===== config.mk =====
export PLATFORM = sky130hd
export DESIGN_NAME = reset_source_control
export DESIGN_NICKNAME = d
export VERILOG_FILES = /design/src/reset_source_control_pkg.sv /design/src/reset_source_control.sv
export SDC_FILE = /design/constraint.sdc
export NUM_CORES = 1
export LEC_CHECK = 0
export BUFFER_PORTS_ARGS = -buffer_cell sky130_fd_sc_hd__buf_2
export CORE_ASPECT_RATIO = 2
export CORE_MARGIN = 10
export CORE_UTILIZATION = 33
export DETAILED_ROUTE_END_ITERATION = 12
export SLEW_MARGIN = 30
export SYNTH_ARGS = -nofsm -noshare
export SYNTH_HDL_FRONTEND = slang
export SYNTH_SLANG_ARGS = --single-unit
export TNS_END_PERCENT = 10

===== constraint.sdc =====
create_clock -name clock -period 6.4 [get_ports clock]
set_input_delay 0.32 -clock clock [delete_from_list [all_inputs] [get_ports clock]]
set_output_delay 0.32 -clock clock [all_outputs]
set_load 0.05 [all_outputs]

===== src/reset_source_control_pkg.sv =====
package reset_source_control_pkg;

	// ----------------------------------------
	// register byte offsets
	// ----------------------------------------
	localparam logic [11:0] OFF_PART_IDENTITY = 12'h000;
	localparam logic [11:0] OFF_RESET_CAUSE = 12'h004;
	localparam logic [11:0] OFF_ONESHOT = 12'h008;
	localparam logic [11:0] OFF_PERIPH = 12'h00c;
	localparam logic [11:0] OFF_LOCK_KEY = 12'h100;

	// ----------------------------------------
	// field positions
	// ----------------------------------------
	localparam int POS_CORE_ONESHOT_FLAG = 7;
	localparam int POS_CORE_REQUEST_FLAG = 5;
	localparam int POS_BROWNOUT_FLAG = 4;
	localparam int POS_WATCHDOG_FLAG = 2;
	localparam int POS_PIN_RESET_FLAG = 1;
	localparam int POS_POWER_ON_FLAG = 0;
	localparam int POS_CORE_ONESHOT = 1;
	localparam int POS_CHIP_ONESHOT = 0;
	localparam int POS_LOCK_OPEN = 0;

	// writable / readable masks
	localparam logic [31:0] CAUSE_MASK = 32'h0000_00b7;
	localparam logic [31:0] ONESHOT_MASK = 32'h0000_0003;
	localparam logic [31:0] PERIPH_MASK = 32'h1051_110e;

	// ----------------------------------------
	// reset values and constants
	// ----------------------------------------
	localparam logic [31:0] PERIPH_RESET = 32'h0000_0000;
	localparam logic [31:0] ONESHOT_RESET = 32'h0000_0000;
	localparam logic [7:0] CAUSE_RESET = 8'h00;
	localparam logic [7:0] KEY_FIRST = 8'h59;
	localparam logic [7:0] KEY_SECOND = 8'h16;
	localparam logic [7:0] KEY_THIRD = 8'h88;
	// one-shot pulse length in clocks
	localparam logic [1:0] ONESHOT_CYCLES = 2'd2;
	// arbitrary neutral part code
	localparam logic [31:0] PART_CODE_DEFAULT = 32'h0000_0a5c;

	localparam logic [1:0] RESP_OKAY = 2'b00;
	localparam logic [1:0] RESP_SLVERR = 2'b10;

	// ----------------------------------------
	// types
	// ----------------------------------------
	typedef enum logic [1:0] {KEY_IDLE, KEY_GOT1, KEY_GOT2, KEY_OPEN} key_state_t;

	// reset-cause pulses from the rest of the chip
	typedef struct packed {
		logic powerOn;
		logic pinReset;
		logic watchdog;
		logic brownout;
		logic coreRequest;
	} cause_events_t;

	// peripheral reset outputs
	typedef struct packed {
		logic converter;
		logic comparator;
		logic pulseWidth;
		logic uart;
		logic spi;
		logic i2c;
		logic timer1;
		logic timer0;
		logic gpio;
	} periph_resets_t;

endpackage


===== src/reset_source_control.sv =====
// The implementer's own choice: the AXI4-Lite register port.
`timescale 1ns/10ps
`default_nettype none

module reset_source_control #(
	parameter logic [31:0] PART_CODE = reset_source_control_pkg::PART_CODE_DEFAULT
) (
	input wire logic clock,
	input wire logic rst,
	// axi4-lite write address
	input wire logic [11:0] s_axi_awaddr,
	input wire logic s_axi_awvalid,
	output logic s_axi_awready,
	// write data
	input wire logic [31:0] s_axi_wdata,
	input wire logic [3:0] s_axi_wstrb,
	input wire logic s_axi_wvalid,
	output logic s_axi_wready,
	// write response
	output logic [1:0] s_axi_bresp,
	output logic s_axi_bvalid,
	input wire logic s_axi_bready,
	// read address
	input wire logic [11:0] s_axi_araddr,
	input wire logic s_axi_arvalid,
	output logic s_axi_arready,
	// read data
	output logic [31:0] s_axi_rdata,
	output logic [1:0] s_axi_rresp,
	output logic s_axi_rvalid,
	input wire logic s_axi_rready,
	// reset cause pulses
	input wire reset_source_control_pkg::cause_events_t causeEvents,
	// one-shot reset requests to the reset generator
	output logic coreOneshotReset,
	output logic chipOneshotReset,
	// held peripheral resets
	output reset_source_control_pkg::periph_resets_t periphResets
);

	// ----------------------------------------
	// state
	// ----------------------------------------
	logic [11:0] awAddr_r; // latched write address
	logic awHeld_r; // write address captured
	logic [31:0] wData_r; // latched write data
	logic [3:0] wStrb_r; // latched strobes
	logic wHeld_r; // write data captured
	logic [7:0] causeFlags_r; // sticky reset causes
	logic [1:0] oneshot_r; // one-shot control bits
	logic [1:0] coreCount_r; // core pulse countdown
	logic [1:0] chipCount_r; // chip pulse countdown
	logic [31:0] periph_r; // peripheral reset control
	reset_source_control_pkg::key_state_t keyState_r; // unlock progress
	logic doWrite; // write commits this cycle
	logic doRead; // read accepted this cycle
	logic hitKey; // write goes to lock key
	logic hitOneshot; // write goes to one-shot control
	logic hitCause; // write goes to cause flags
	logic hitPeriph; // write goes to peripheral control
	logic unlocked; // protected bits open
	logic [7:0] causeSet; // hardware events this cycle
	logic [31:0] readWord; // read mux
	logic readOk; // read address mapped

	// full-word check; narrow writes to protected regs are refused
	function automatic logic fullWord(input logic [3:0] strb);
		fullWord = (strb == 4'hf);
	endfunction

	// ----------------------------------------
	// write channel
	// ----------------------------------------
	assign doWrite = awHeld_r && wHeld_r && !s_axi_bvalid;
	assign hitKey = (awAddr_r == reset_source_control_pkg::OFF_LOCK_KEY);
	assign hitOneshot = (awAddr_r == reset_source_control_pkg::OFF_ONESHOT);
	assign hitCause = (awAddr_r == reset_source_control_pkg::OFF_RESET_CAUSE);
	assign hitPeriph = (awAddr_r == reset_source_control_pkg::OFF_PERIPH);
	assign unlocked = (keyState_r == reset_source_control_pkg::KEY_OPEN);

	// address and data taken in either order, one write in flight
	always_ff @(posedge clock or posedge rst) begin
		if (rst) begin
			awHeld_r <= 1'b0;
			awAddr_r <= 12'h000;
		end else if (s_axi_awvalid && s_axi_awready) begin
			awHeld_r <= 1'b1;
			awAddr_r <= {s_axi_awaddr[11:2], 2'b00};
		end else if (doWrite) begin
			awHeld_r <= 1'b0;
		end
	end

	always_ff @(posedge clock or posedge rst) begin
		if (rst) begin
			wHeld_r <= 1'b0;
			wData_r <= 32'h0000_0000;
			wStrb_r <= 4'h0;
		end else if (s_axi_wvalid && s_axi_wready) begin
			wHeld_r <= 1'b1;
			wData_r <= s_axi_wdata;
			wStrb_r <= s_axi_wstrb;
		end else if (doWrite) begin
			wHeld_r <= 1'b0;
		end
	end

	// ready only while the slot is empty
	always_ff @(posedge clock or posedge rst) begin
		if (rst) begin
			s_axi_awready <= 1'b0;
			s_axi_wready <= 1'b0;
		end else begin
			s_axi_awready <= !awHeld_r && !(s_axi_awvalid && s_axi_awready);
			s_axi_wready <= !wHeld_r && !(s_axi_wvalid && s_axi_wready);
		end
	end

	// response; unmapped offsets answer slverr
	always_ff @(posedge clock or posedge rst) begin
		if (rst) begin
			s_axi_bvalid <= 1'b0;
			s_axi_bresp <= reset_source_control_pkg::RESP_OKAY;
		end else if (doWrite) begin
			s_axi_bvalid <= 1'b1;
			if (hitKey || hitOneshot || hitCause || hitPeriph ||
				awAddr_r == reset_source_control_pkg::OFF_PART_IDENTITY) begin
				s_axi_bresp <= reset_source_control_pkg::RESP_OKAY;
			end else begin
				s_axi_bresp <= reset_source_control_pkg::RESP_SLVERR;
			end
		end else if (s_axi_bready) begin
			s_axi_bvalid <= 1'b0;
		end
	end

	// ----------------------------------------
	// lock key sequencer
	// ----------------------------------------
	// any write but the next key byte breaks a partial sequence; key writes use low byte
	always_ff @(posedge clock or posedge rst) begin
		if (rst) begin
			keyState_r <= reset_source_control_pkg::KEY_IDLE;
		end else if (doWrite) begin
			case (keyState_r)
				reset_source_control_pkg::KEY_IDLE: begin
					if (hitKey && wData_r[7:0] == reset_source_control_pkg::KEY_FIRST)
						keyState_r <= reset_source_control_pkg::KEY_GOT1;
				end
				reset_source_control_pkg::KEY_GOT1: begin
					if (hitKey && wData_r[7:0] == reset_source_control_pkg::KEY_SECOND)
						keyState_r <= reset_source_control_pkg::KEY_GOT2;
					else
						keyState_r <= reset_source_control_pkg::KEY_IDLE;
				end
				reset_source_control_pkg::KEY_GOT2: begin
					if (hitKey && wData_r[7:0] == reset_source_control_pkg::KEY_THIRD)
						keyState_r <= reset_source_control_pkg::KEY_OPEN;
					else
						keyState_r <= reset_source_control_pkg::KEY_IDLE;
				end
				default: begin
					// other writes leave it open; key write relocks
					if (hitKey)
						keyState_r <= reset_source_control_pkg::KEY_IDLE;
				end
			endcase
		end
	end

	// ----------------------------------------
	// one-shot resets
	// ----------------------------------------
	// bit stays 1 for two clocks then drops; writes of 0 ignored
	always_ff @(posedge clock or posedge rst) begin
		if (rst) begin
			coreCount_r <= 2'd0;
			chipCount_r <= 2'd0;
			oneshot_r <= 2'b00;
		end else begin
			if (doWrite && hitOneshot && unlocked && fullWord(wStrb_r) &&
				wData_r[reset_source_control_pkg::POS_CORE_ONESHOT]) begin
				coreCount_r <= reset_source_control_pkg::ONESHOT_CYCLES;
				oneshot_r[reset_source_control_pkg::POS_CORE_ONESHOT] <= 1'b1;
			end else if (coreCount_r > 2'd1) begin
				coreCount_r <= coreCount_r - 2'd1;
			end else begin
				coreCount_r <= 2'd0;
				oneshot_r[reset_source_control_pkg::POS_CORE_ONESHOT] <= 1'b0;
			end
			if (doWrite && hitOneshot && unlocked && fullWord(wStrb_r) &&
				wData_r[reset_source_control_pkg::POS_CHIP_ONESHOT]) begin
				chipCount_r <= reset_source_control_pkg::ONESHOT_CYCLES;
				oneshot_r[reset_source_control_pkg::POS_CHIP_ONESHOT] <= 1'b1;
			end else if (chipCount_r > 2'd1) begin
				chipCount_r <= chipCount_r - 2'd1;
			end else begin
				chipCount_r <= 2'd0;
				oneshot_r[reset_source_control_pkg::POS_CHIP_ONESHOT] <= 1'b0;
			end
		end
	end

	// outputs follow the bits; chip pulse goes to the power-on path
	always_ff @(posedge clock or posedge rst) begin
		if (rst) begin
			coreOneshotReset <= 1'b0;
			chipOneshotReset <= 1'b0;
		end else begin
			coreOneshotReset <= oneshot_r[reset_source_control_pkg::POS_CORE_ONESHOT];
			chipOneshotReset <= oneshot_r[reset_source_control_pkg::POS_CHIP_ONESHOT];
		end
	end

	// ----------------------------------------
	// reset cause flags
	// ----------------------------------------
	// flags live outside the chip reset scope, so rst clears only to zero
	always_comb begin
		causeSet = 8'h00;
		causeSet[reset_source_control_pkg::POS_CORE_ONESHOT_FLAG] =
			oneshot_r[reset_source_control_pkg::POS_CORE_ONESHOT];
		causeSet[reset_source_control_pkg::POS_CORE_REQUEST_FLAG] =
			causeEvents.coreRequest;
		causeSet[reset_source_control_pkg::POS_BROWNOUT_FLAG] =
			causeEvents.brownout;
		causeSet[reset_source_control_pkg::POS_WATCHDOG_FLAG] =
			causeEvents.watchdog;
		causeSet[reset_source_control_pkg::POS_PIN_RESET_FLAG] =
			causeEvents.pinReset;
		causeSet[reset_source_control_pkg::POS_POWER_ON_FLAG] =
			causeEvents.powerOn ||
			oneshot_r[reset_source_control_pkg::POS_CHIP_ONESHOT];
	end

	// set wins over a same-cycle write-one clear
	always_ff @(posedge clock or posedge rst) begin
		if (rst) begin
			causeFlags_r <= reset_source_control_pkg::CAUSE_RESET;
		end else if (doWrite && hitCause && wStrb_r[0]) begin
			causeFlags_r <= (causeFlags_r & ~wData_r[7:0]) | causeSet;
		end else begin
			causeFlags_r <= causeFlags_r | causeSet;
		end
	end

	// ----------------------------------------
	// peripheral resets
	// ----------------------------------------
	// per-byte strobes honoured; reserved bits masked off
	always_ff @(posedge clock or posedge rst) begin
		if (rst) begin
			periph_r <= reset_source_control_pkg::PERIPH_RESET;
		end else if (doWrite && hitPeriph) begin
			for (int b = 0; b < 4; b++) begin
				if (wStrb_r[b])
					periph_r[b*8 +: 8] <= wData_r[b*8 +: 8] &
						reset_source_control_pkg::PERIPH_MASK[b*8 +: 8];
			end
		end
	end

	// registered drive to each block
	always_ff @(posedge clock or posedge rst) begin
		if (rst) begin
			periphResets <= '0;
		end else begin
			periphResets.converter <= periph_r[28];
			periphResets.comparator <= periph_r[22];
			periphResets.pulseWidth <= periph_r[20];
			periphResets.uart <= periph_r[16];
			periphResets.spi <= periph_r[12];
			periphResets.i2c <= periph_r[8];
			periphResets.timer1 <= periph_r[3];
			periphResets.timer0 <= periph_r[2];
			periphResets.gpio <= periph_r[1];
		end
	end

	// ----------------------------------------
	// read channel
	// ----------------------------------------
	always_comb begin
		readWord = 32'h0000_0000;
		readOk = 1'b1;
		if (s_axi_araddr[11:2] == reset_source_control_pkg::OFF_PART_IDENTITY[11:2]) begin
			readWord = PART_CODE;
		end else if (s_axi_araddr[11:2] == reset_source_control_pkg::OFF_RESET_CAUSE[11:2]) begin
			readWord = {24'h000000, causeFlags_r};
		end else if (s_axi_araddr[11:2] == reset_source_control_pkg::OFF_ONESHOT[11:2]) begin
			readWord = {30'h0, oneshot_r};
		end else if (s_axi_araddr[11:2] == reset_source_control_pkg::OFF_PERIPH[11:2]) begin
			readWord = periph_r;
		end else if (s_axi_araddr[11:2] == reset_source_control_pkg::OFF_LOCK_KEY[11:2]) begin
			readWord = {31'h0, unlocked};
		end else begin
			readOk = 1'b0;
		end
	end

	assign doRead = s_axi_arvalid && s_axi_arready;

	// single read in flight; answer one clock after address
	always_ff @(posedge clock or posedge rst) begin
		if (rst) begin
			s_axi_arready <= 1'b0;
			s_axi_rvalid <= 1'b0;
			s_axi_rdata <= 32'h0000_0000;
			s_axi_rresp <= reset_source_control_pkg::RESP_OKAY;
		end else begin
			s_axi_arready <= !s_axi_rvalid && !doRead;
			if (doRead) begin
				s_axi_rvalid <= 1'b1;
				s_axi_rdata <= readWord;
				s_axi_rresp <= readOk ? reset_source_control_pkg::RESP_OKAY :
					reset_source_control_pkg::RESP_SLVERR;
			end else if (s_axi_rready) begin
				s_axi_rvalid <= 1'b0;
			end
		end
	end
endmodule // reset_source_control

`default_nettype wire


=== Word level (Yosys, flattened, before mapping) ===
Index checks and enable logic that the tools add are counted.

* $add $sub $neg: 2
* $lt $le $gt $ge: 2
* Equality and inequality tests: 18
* Mux-type cells: 33
* Bitwise operators: 4
* Reduce and logical (&&, ||, !) cells: 44

{| class="wikitable"
|+ Operators with widths
! operator !! number
|-
| 2-to-1 mux 29 bit || 4
|-
| equality test 10 x 2 -> 1 bit (second input constant) || 4
|-
| equality test 10 x 1 -> 1 bit (second input constant) || 2
|-
| equality test 10 x 7 -> 1 bit (second input constant) || 2
|-
| 2-to-1 mux 2 bit || 10
|-
| logical AND 1 bit || 19
|-
| 2-to-1 mux 1 bit || 17
|-
| bitwise OR 8 bit || 2
|-
| logical NOT 12 bit || 1
|-
| logical NOT 10 bit || 1
|-
| AND 8 bit || 1
|-
| equality test 8 x 5 -> 1 bit (second input constant) || 1
|-
| equality test 8 x 7 -> 1 bit (second input constant) || 1
|-
| equality test 8 bit (second input constant) || 1
|-
| 2-to-1 mux 8 bit || 1
|-
| NOT 8 bit || 1
|-
| AND reduction 2 bit || 4
|-
| nonzero test 2 bit || 4
|-
| logical NOT 1 bit || 7
|-
| inequality test 2 bit (second input constant) || 3
|-
| case mux 2 bit (3 select lines) || 1
|-
| logical OR 1 bit || 5
|-
| equality test 2 bit (second input constant) || 2
|-
| equality test 4 bit (second input constant) || 1
|-
| 6 further kinds || 8
|}

* Bits in registers: 122
* Input bits: 72
* Output and inout port bits: 52
* Logic and storage cells: 137

=== Longest topological paths before layout ===
* Depth after elaboration: 7
* Mapped depth: 6
* Gate-level depth less buffers: 6

=== Worst setup path before layout ===
Ideal clock, no wire load.

* Path kind: reg-to-reg
* Start: reg s_axi_bvalid
* End: reg causeFlags_r[3]
* Library setup time: 0.150 ns
* Arrival time: 1.721 ns
* Required time: 6.250 ns
* Path slack: 4.528 ns
* Cell stages (with the launch flop): 5
* Path buffers: 0
* Clock period less this slack: 1.872 ns
* Cells stage by stage: dfrtp_1 -> nor4bb_1 -> nand3_1 -> nor4_2 -> a21boi_0

* Cells in the longest elaborated chain, start to end: 5

{| class="wikitable"
|+ Ends and longest elaborated chain
! what !! RTL line !! source
|-
| start, declared || reset_source_control.sv:21 || <nowiki>output logic s_axi_bvalid,</nowiki>
|-
| start signal, assigned || reset_source_control.sv:122 || <nowiki>s_axi_bvalid <= 1'b0;</nowiki>
|-
| start signal, assigned || reset_source_control.sv:125 || <nowiki>s_axi_bvalid <= 1'b1;</nowiki>
|-
| start signal, assigned || reset_source_control.sv:133 || <nowiki>s_axi_bvalid <= 1'b0;</nowiki>
|-
| logical NOT 1 bit || reset_source_control.sv:74 || <nowiki>assign doWrite = awHeld_r && wHeld_r && !s_axi_bvalid;</nowiki>
|-
| logical AND 1 bit || reset_source_control.sv:74 ||
|-
| logical AND 1 bit (2 in a row) || reset_source_control.sv:240 || <nowiki>end else if (doWrite && hitCause && wStrb_r[0]) begin</nowiki>
|-
| 2-to-1 mux 8 bit || reset_source_control.sv:240 ||
|-
| end signal, assigned || reset_source_control.sv:239 || <nowiki>causeFlags_r <= reset_source_control_pkg::CAUSE_RESET;</nowiki>
|-
| end signal, assigned || reset_source_control.sv:241 || <nowiki>causeFlags_r <= (causeFlags_r & ~wData_r[7:0]) | causeSet;</nowiki>
|-
| end signal, assigned || reset_source_control.sv:243 || <nowiki>causeFlags_r <= causeFlags_r | causeSet;</nowiki>
|-
| end, declared || reset_source_control.sv:49 || <nowiki>logic [7:0] causeFlags_r;</nowiki>
|}

No other way between the ends.
A chain may end at the register's enable or synchronous reset.

=== Final worst setup path ===
* Start: reg awAddr_r[10]
* End: reg causeFlags_r[7]

* Cells in the longest elaborated chain, start to end: 4

{| class="wikitable"
|+ Ends and longest elaborated chain
! what !! RTL line !! source
|-
| start, declared || reset_source_control.sv:44 || <nowiki>logic [11:0] awAddr_r;</nowiki>
|-
| start signal, assigned || reset_source_control.sv:88 || <nowiki>awAddr_r <= {s_axi_awaddr[11:2], 2'b00};</nowiki>
|-
| equality test 10 x 1 -> 1 bit || reset_source_control.sv:77 || <nowiki>assign hitCause = (awAddr_r == reset_source_control_pkg::OFF_RESET_CAUSE);</nowiki>
|-
| logical AND 1 bit (2 in a row) || reset_source_control.sv:240 ||
|-
| 2-to-1 mux 8 bit || reset_source_control.sv:240 ||
|}

No other way between the ends.

==> impl_metrics.yaml <==
status:
  run_status: "finished clean"
die:
  top_level_port_count: 124
  design.die.area_um2: 16100
  die_height_um: 170
  initial_utilization_pct: 33.7
  die-width_um: 94.8
  fp.coreArea_um2: 10900
  fp-row-count: 54
clock_network:
  cts.sinks: 88
  cts_setup_buffers: 0
  cts-resized-gates: 0
  clk_latency_ns: 0.34
  h-tree-depth: 3
  clk_pin_slew_worst_paths_ns: 0.06
  ctsHoldBuffers: 1
  clock_tree.root_cell: "sky130_fd_sc_hd__clkbuf_16"
  clock_tree_from_tritoncts: "done"
  numCtsBuffers: 9
  clk_path_buf_depth: 2
route:
  drt_pre_antenna_iters: 4
  drt_wl_total_mm: 8.66
  antenna_left: 0
  initial_drc_count: 80
  detailroute.wirelength.met3_um: 729
  drt-met1-wl_mm: 3.00
  met2_length_mm: 4.69
  routed_via_density: 4.75
  detail_route.wl_per_cell_um: 16.3
  dr_total_vias: 2526
  drc: 0
  highest_layer_used_for_signal_routing: "met4"
setup_path:
  rr_worst_depth: 4
  crit_buf_inv: 0
  cp-end-kind: "flop"
  critical_path.slowest_cell: "sky130_fd_sc_hd__nor4_2"
  criticalPathCategory: "flop to flop"
  timing.rr.end: "causeFlags_r[7]"
  cp_top_family: "simple AND/OR/NAND/NOR gates"
  critPathMaxStageDelay_ns: 0.75
  r2r_setup_slack_ns: 4.14
  r2r-start: "awAddr_r[10]"
  worstPathCellList: "nor3_1 -> nand3_1 -> nor4_2 -> a31oi_1"
  critical_path.startpoint_type: "flop"
  required_ns: 6.58
  worst-path-max-fanout: 8
  worst-endpoint-arrival_ns: 2.44
timing:
  clock-skew-final_ns: 0.00736
  rsz0062_at_grt: "false"
  max_freq_ghz: 0.443
  hold_viol: 0
  max_slew_margin_pct: 42.4
  tns_ns: 0
  report.final.slew_viol_count: 0
  worst_pin_slew_ns: 0.857
  setup_viol: 0
  finalCriticalPeriod_ns: 2.26
  timing.final.crit_share_pct: 35.3
power:
  internal_power_component_mw: 1.13
  switching_share_pct: 31.4
  power_density_nw_per_um2: 366
  p_comb_share_pct: 20.8
  power_leakage_nw: 2.25
  power_switching_mw: 0.517
  seq_power_share_pct: 47.9
  vdd_drop_max_v: 0.000215
  power.clock.fraction_pct: 31.3
hold_path:
  min_to: "s_axi_bvalid"
  timing.hold.worst.class: "input pin to flop"
  hold-path-cell-count: 2
  holdCritStartpoint: "s_axi_bready"
layout:
  multi_input_area_um2: 1340
  nNetsFinal: 465
  n_fill_cell: 1073
  stdcell_count: 532
  final_antenna_diode_count: 0
  ff_latch_area_um2: 2200
  finalInstanceArea_um2: 4500
  post_route_cells_drive_above_1_share_pct: 37.0
  area_growth_pct: 21.8
global_route:
  grt_start_max_net_pins: 67
  antenna_found_initial: 0
  global_route.overflow_total: 0
  grt_use_total_pct: 11.0
  number_of_global_route_vias_before_repair: 2599
  grt_pass1_wl_mm: 13.6
place:
  port_buffers: 83
  dpl_cell_area_um2: 4190
  placedCellCount: 516
  hpwl_mm: 6.83
  gp_congestion: 0.815
yosys:
  post_synth_edffs: 0
  synthesis.yosys.warnings: 0
  synth_top_cell_by_area: "sky130_fd_sc_hd__dfrtp_1"
  synth_top_area_share_pct: 59.6
  dominantRegCellSynth: "sky130_fd_sc_hd__dfrtp_1"
  synth_cells: 300
  post_synth.cell_area_avg_um2: 12.3
  synth_unique_cells: 40
  synth_seq_area_share_pct: 59.6
  post_synth_main_area_contributors: "sky130_fd_sc_hd__dfrtp_1 60%, sky130_fd_sc_hd__mux2_2 12%, sky130_fd_sc_hd__buf_4 3.9%"
  yosys_register_bits: 88
  synthesis.area_um2: 3690
  ys_async_rst_share_pct: 100
run:
  cap_viol_max_count: 0
routing by layer:
layer	vias to the layer above	global-route usage, %
li1	1196	-
met1	1224	10.8
met2	90	19.6
met3	16	3.77
met4	0	5.76
met5	-	0
cell usage after synthesis (all sizes together), types with 5 or more instances:
library cell and instances:
nand2 34, a22o 6, inv 13, buf 19
ha 5, dfrtp 88, nand3 5, o21ai 9
nor2 14, mux2 40, nor2b 5, clkbuf 6
a31oi 9
power groups by stage:
stage | clock network, mW | logic [mW] | registers [mW]
after floorplan | 0 | 0.226 | 0.815
after global placement | 0 | 0.339 | 0.793
after detailed placement | 0 | 0.348 | 0.799
after CTS | 0.531 | 0.349 | 0.789
after global routing | 0.558 | 0.375 | 0.805
final | 0.516 | 0.342 | 0.788
through the flow:
stage / utilization (%) / power (mW) / hold WS, ns / setup slack, ns
2_1_floorplan: - / 1.04 / 0.364 / 3.80
6_report: 41.1 / 1.65 / 0.157 / 4.14
3_5_place_dp: 38.3 / 1.15 / 0.313 / 4.11
5_1_grt: 41.1 / 1.74 / 0.162 / 3.94
4_1_cts: 41.1 / 1.67 / 0.149 / 4.08
3_3_place_gp: 38.3 / 1.13 / 0.306 / 4.18
layout make-up:
class                      instances  area share, %
multi-input combinational        191           29.8
clock inverter                     5           1.28
inverter                          13           1.11
timing repair buffer              85           9.62
tap                              140           3.89
clock buffer                      10           5.31
sequential                        88           49.0
kinds of logic after synthesis:
logic type                 after synthesis  synth area share [%]
other                                    1                 0.102
adders and majority gates                5                  1.69
and+or+nand+nor                         86                  12.7
DFF                                     88                  59.6
muxes                                   42                  12.7
buffers and inverters                   38                  5.79
AOI/OAI and AO/OA                       40                  7.38
layout by cell type, fill, tap and decap left out, drive strengths merged, types with 2 or more instances in the layout:
cell / n
o21ai: 9
clkbuf: 10
a21oi: 4
or4: 2
nand3b: 2
nand2: 34
conb: 18
o31ai: 2
a21boi: 2
a31oi: 9
nor3: 3
a22o: 6
dfrtp: 88
nand4: 4
a41o: 2
mux2: 40
buf: 84
clkinv: 5
inv: 12
o41ai: 2
mux2i: 2
nor4: 4
and2: 3
nor2: 14
nor2b: 5
and3b: 2
nand3: 5
nand4b: 2
ha: 5
worst max-delay path by stage:
stage                  from         endpoint  slack (ns)  cells past startpoint
6_report       awAddr_r[10]  causeFlags_r[7]        4.14                      4
5_1_grt        awAddr_r[10]  causeFlags_r[3]        3.94                      4
4_1_cts        awAddr_r[10]  causeFlags_r[7]        4.08                      4
3_5_place_dp   awAddr_r[10]  causeFlags_r[3]        4.11                      4
3_3_place_gp   awAddr_r[10]  causeFlags_r[6]        4.18                      4
2_1_floorplan           rst     awAddr_r[10]        3.80                      1
sequential cells by signal, summed over array words and instances (netlist names), 2 cells and up:
| signal | flops |
|---|---|
| oneshot_r | 2 |
| causeFlags_r | 8 |
| wStrb_r | 4 |
| wData_r | 14 |
| s_axi_rdata | 15 |
| awAddr_r | 10 |
| chipCount_r | 2 |
| periphResets | 9 |
| keyState_r | 2 |
| coreCount_r | 2 |
| periph_r | 9 |
worst register-to-register path, stage by stage, from the launching register on:
cell                      delay (ns)
sky130_fd_sc_hd__dfrtp_1        0.38
sky130_fd_sc_hd__nor3_1         0.61
sky130_fd_sc_hd__nand3_1        0.17
sky130_fd_sc_hd__nor4_2         0.75
sky130_fd_sc_hd__a31oi_1        0.20
No activity file was read; power rests on OpenSTA's default activity.
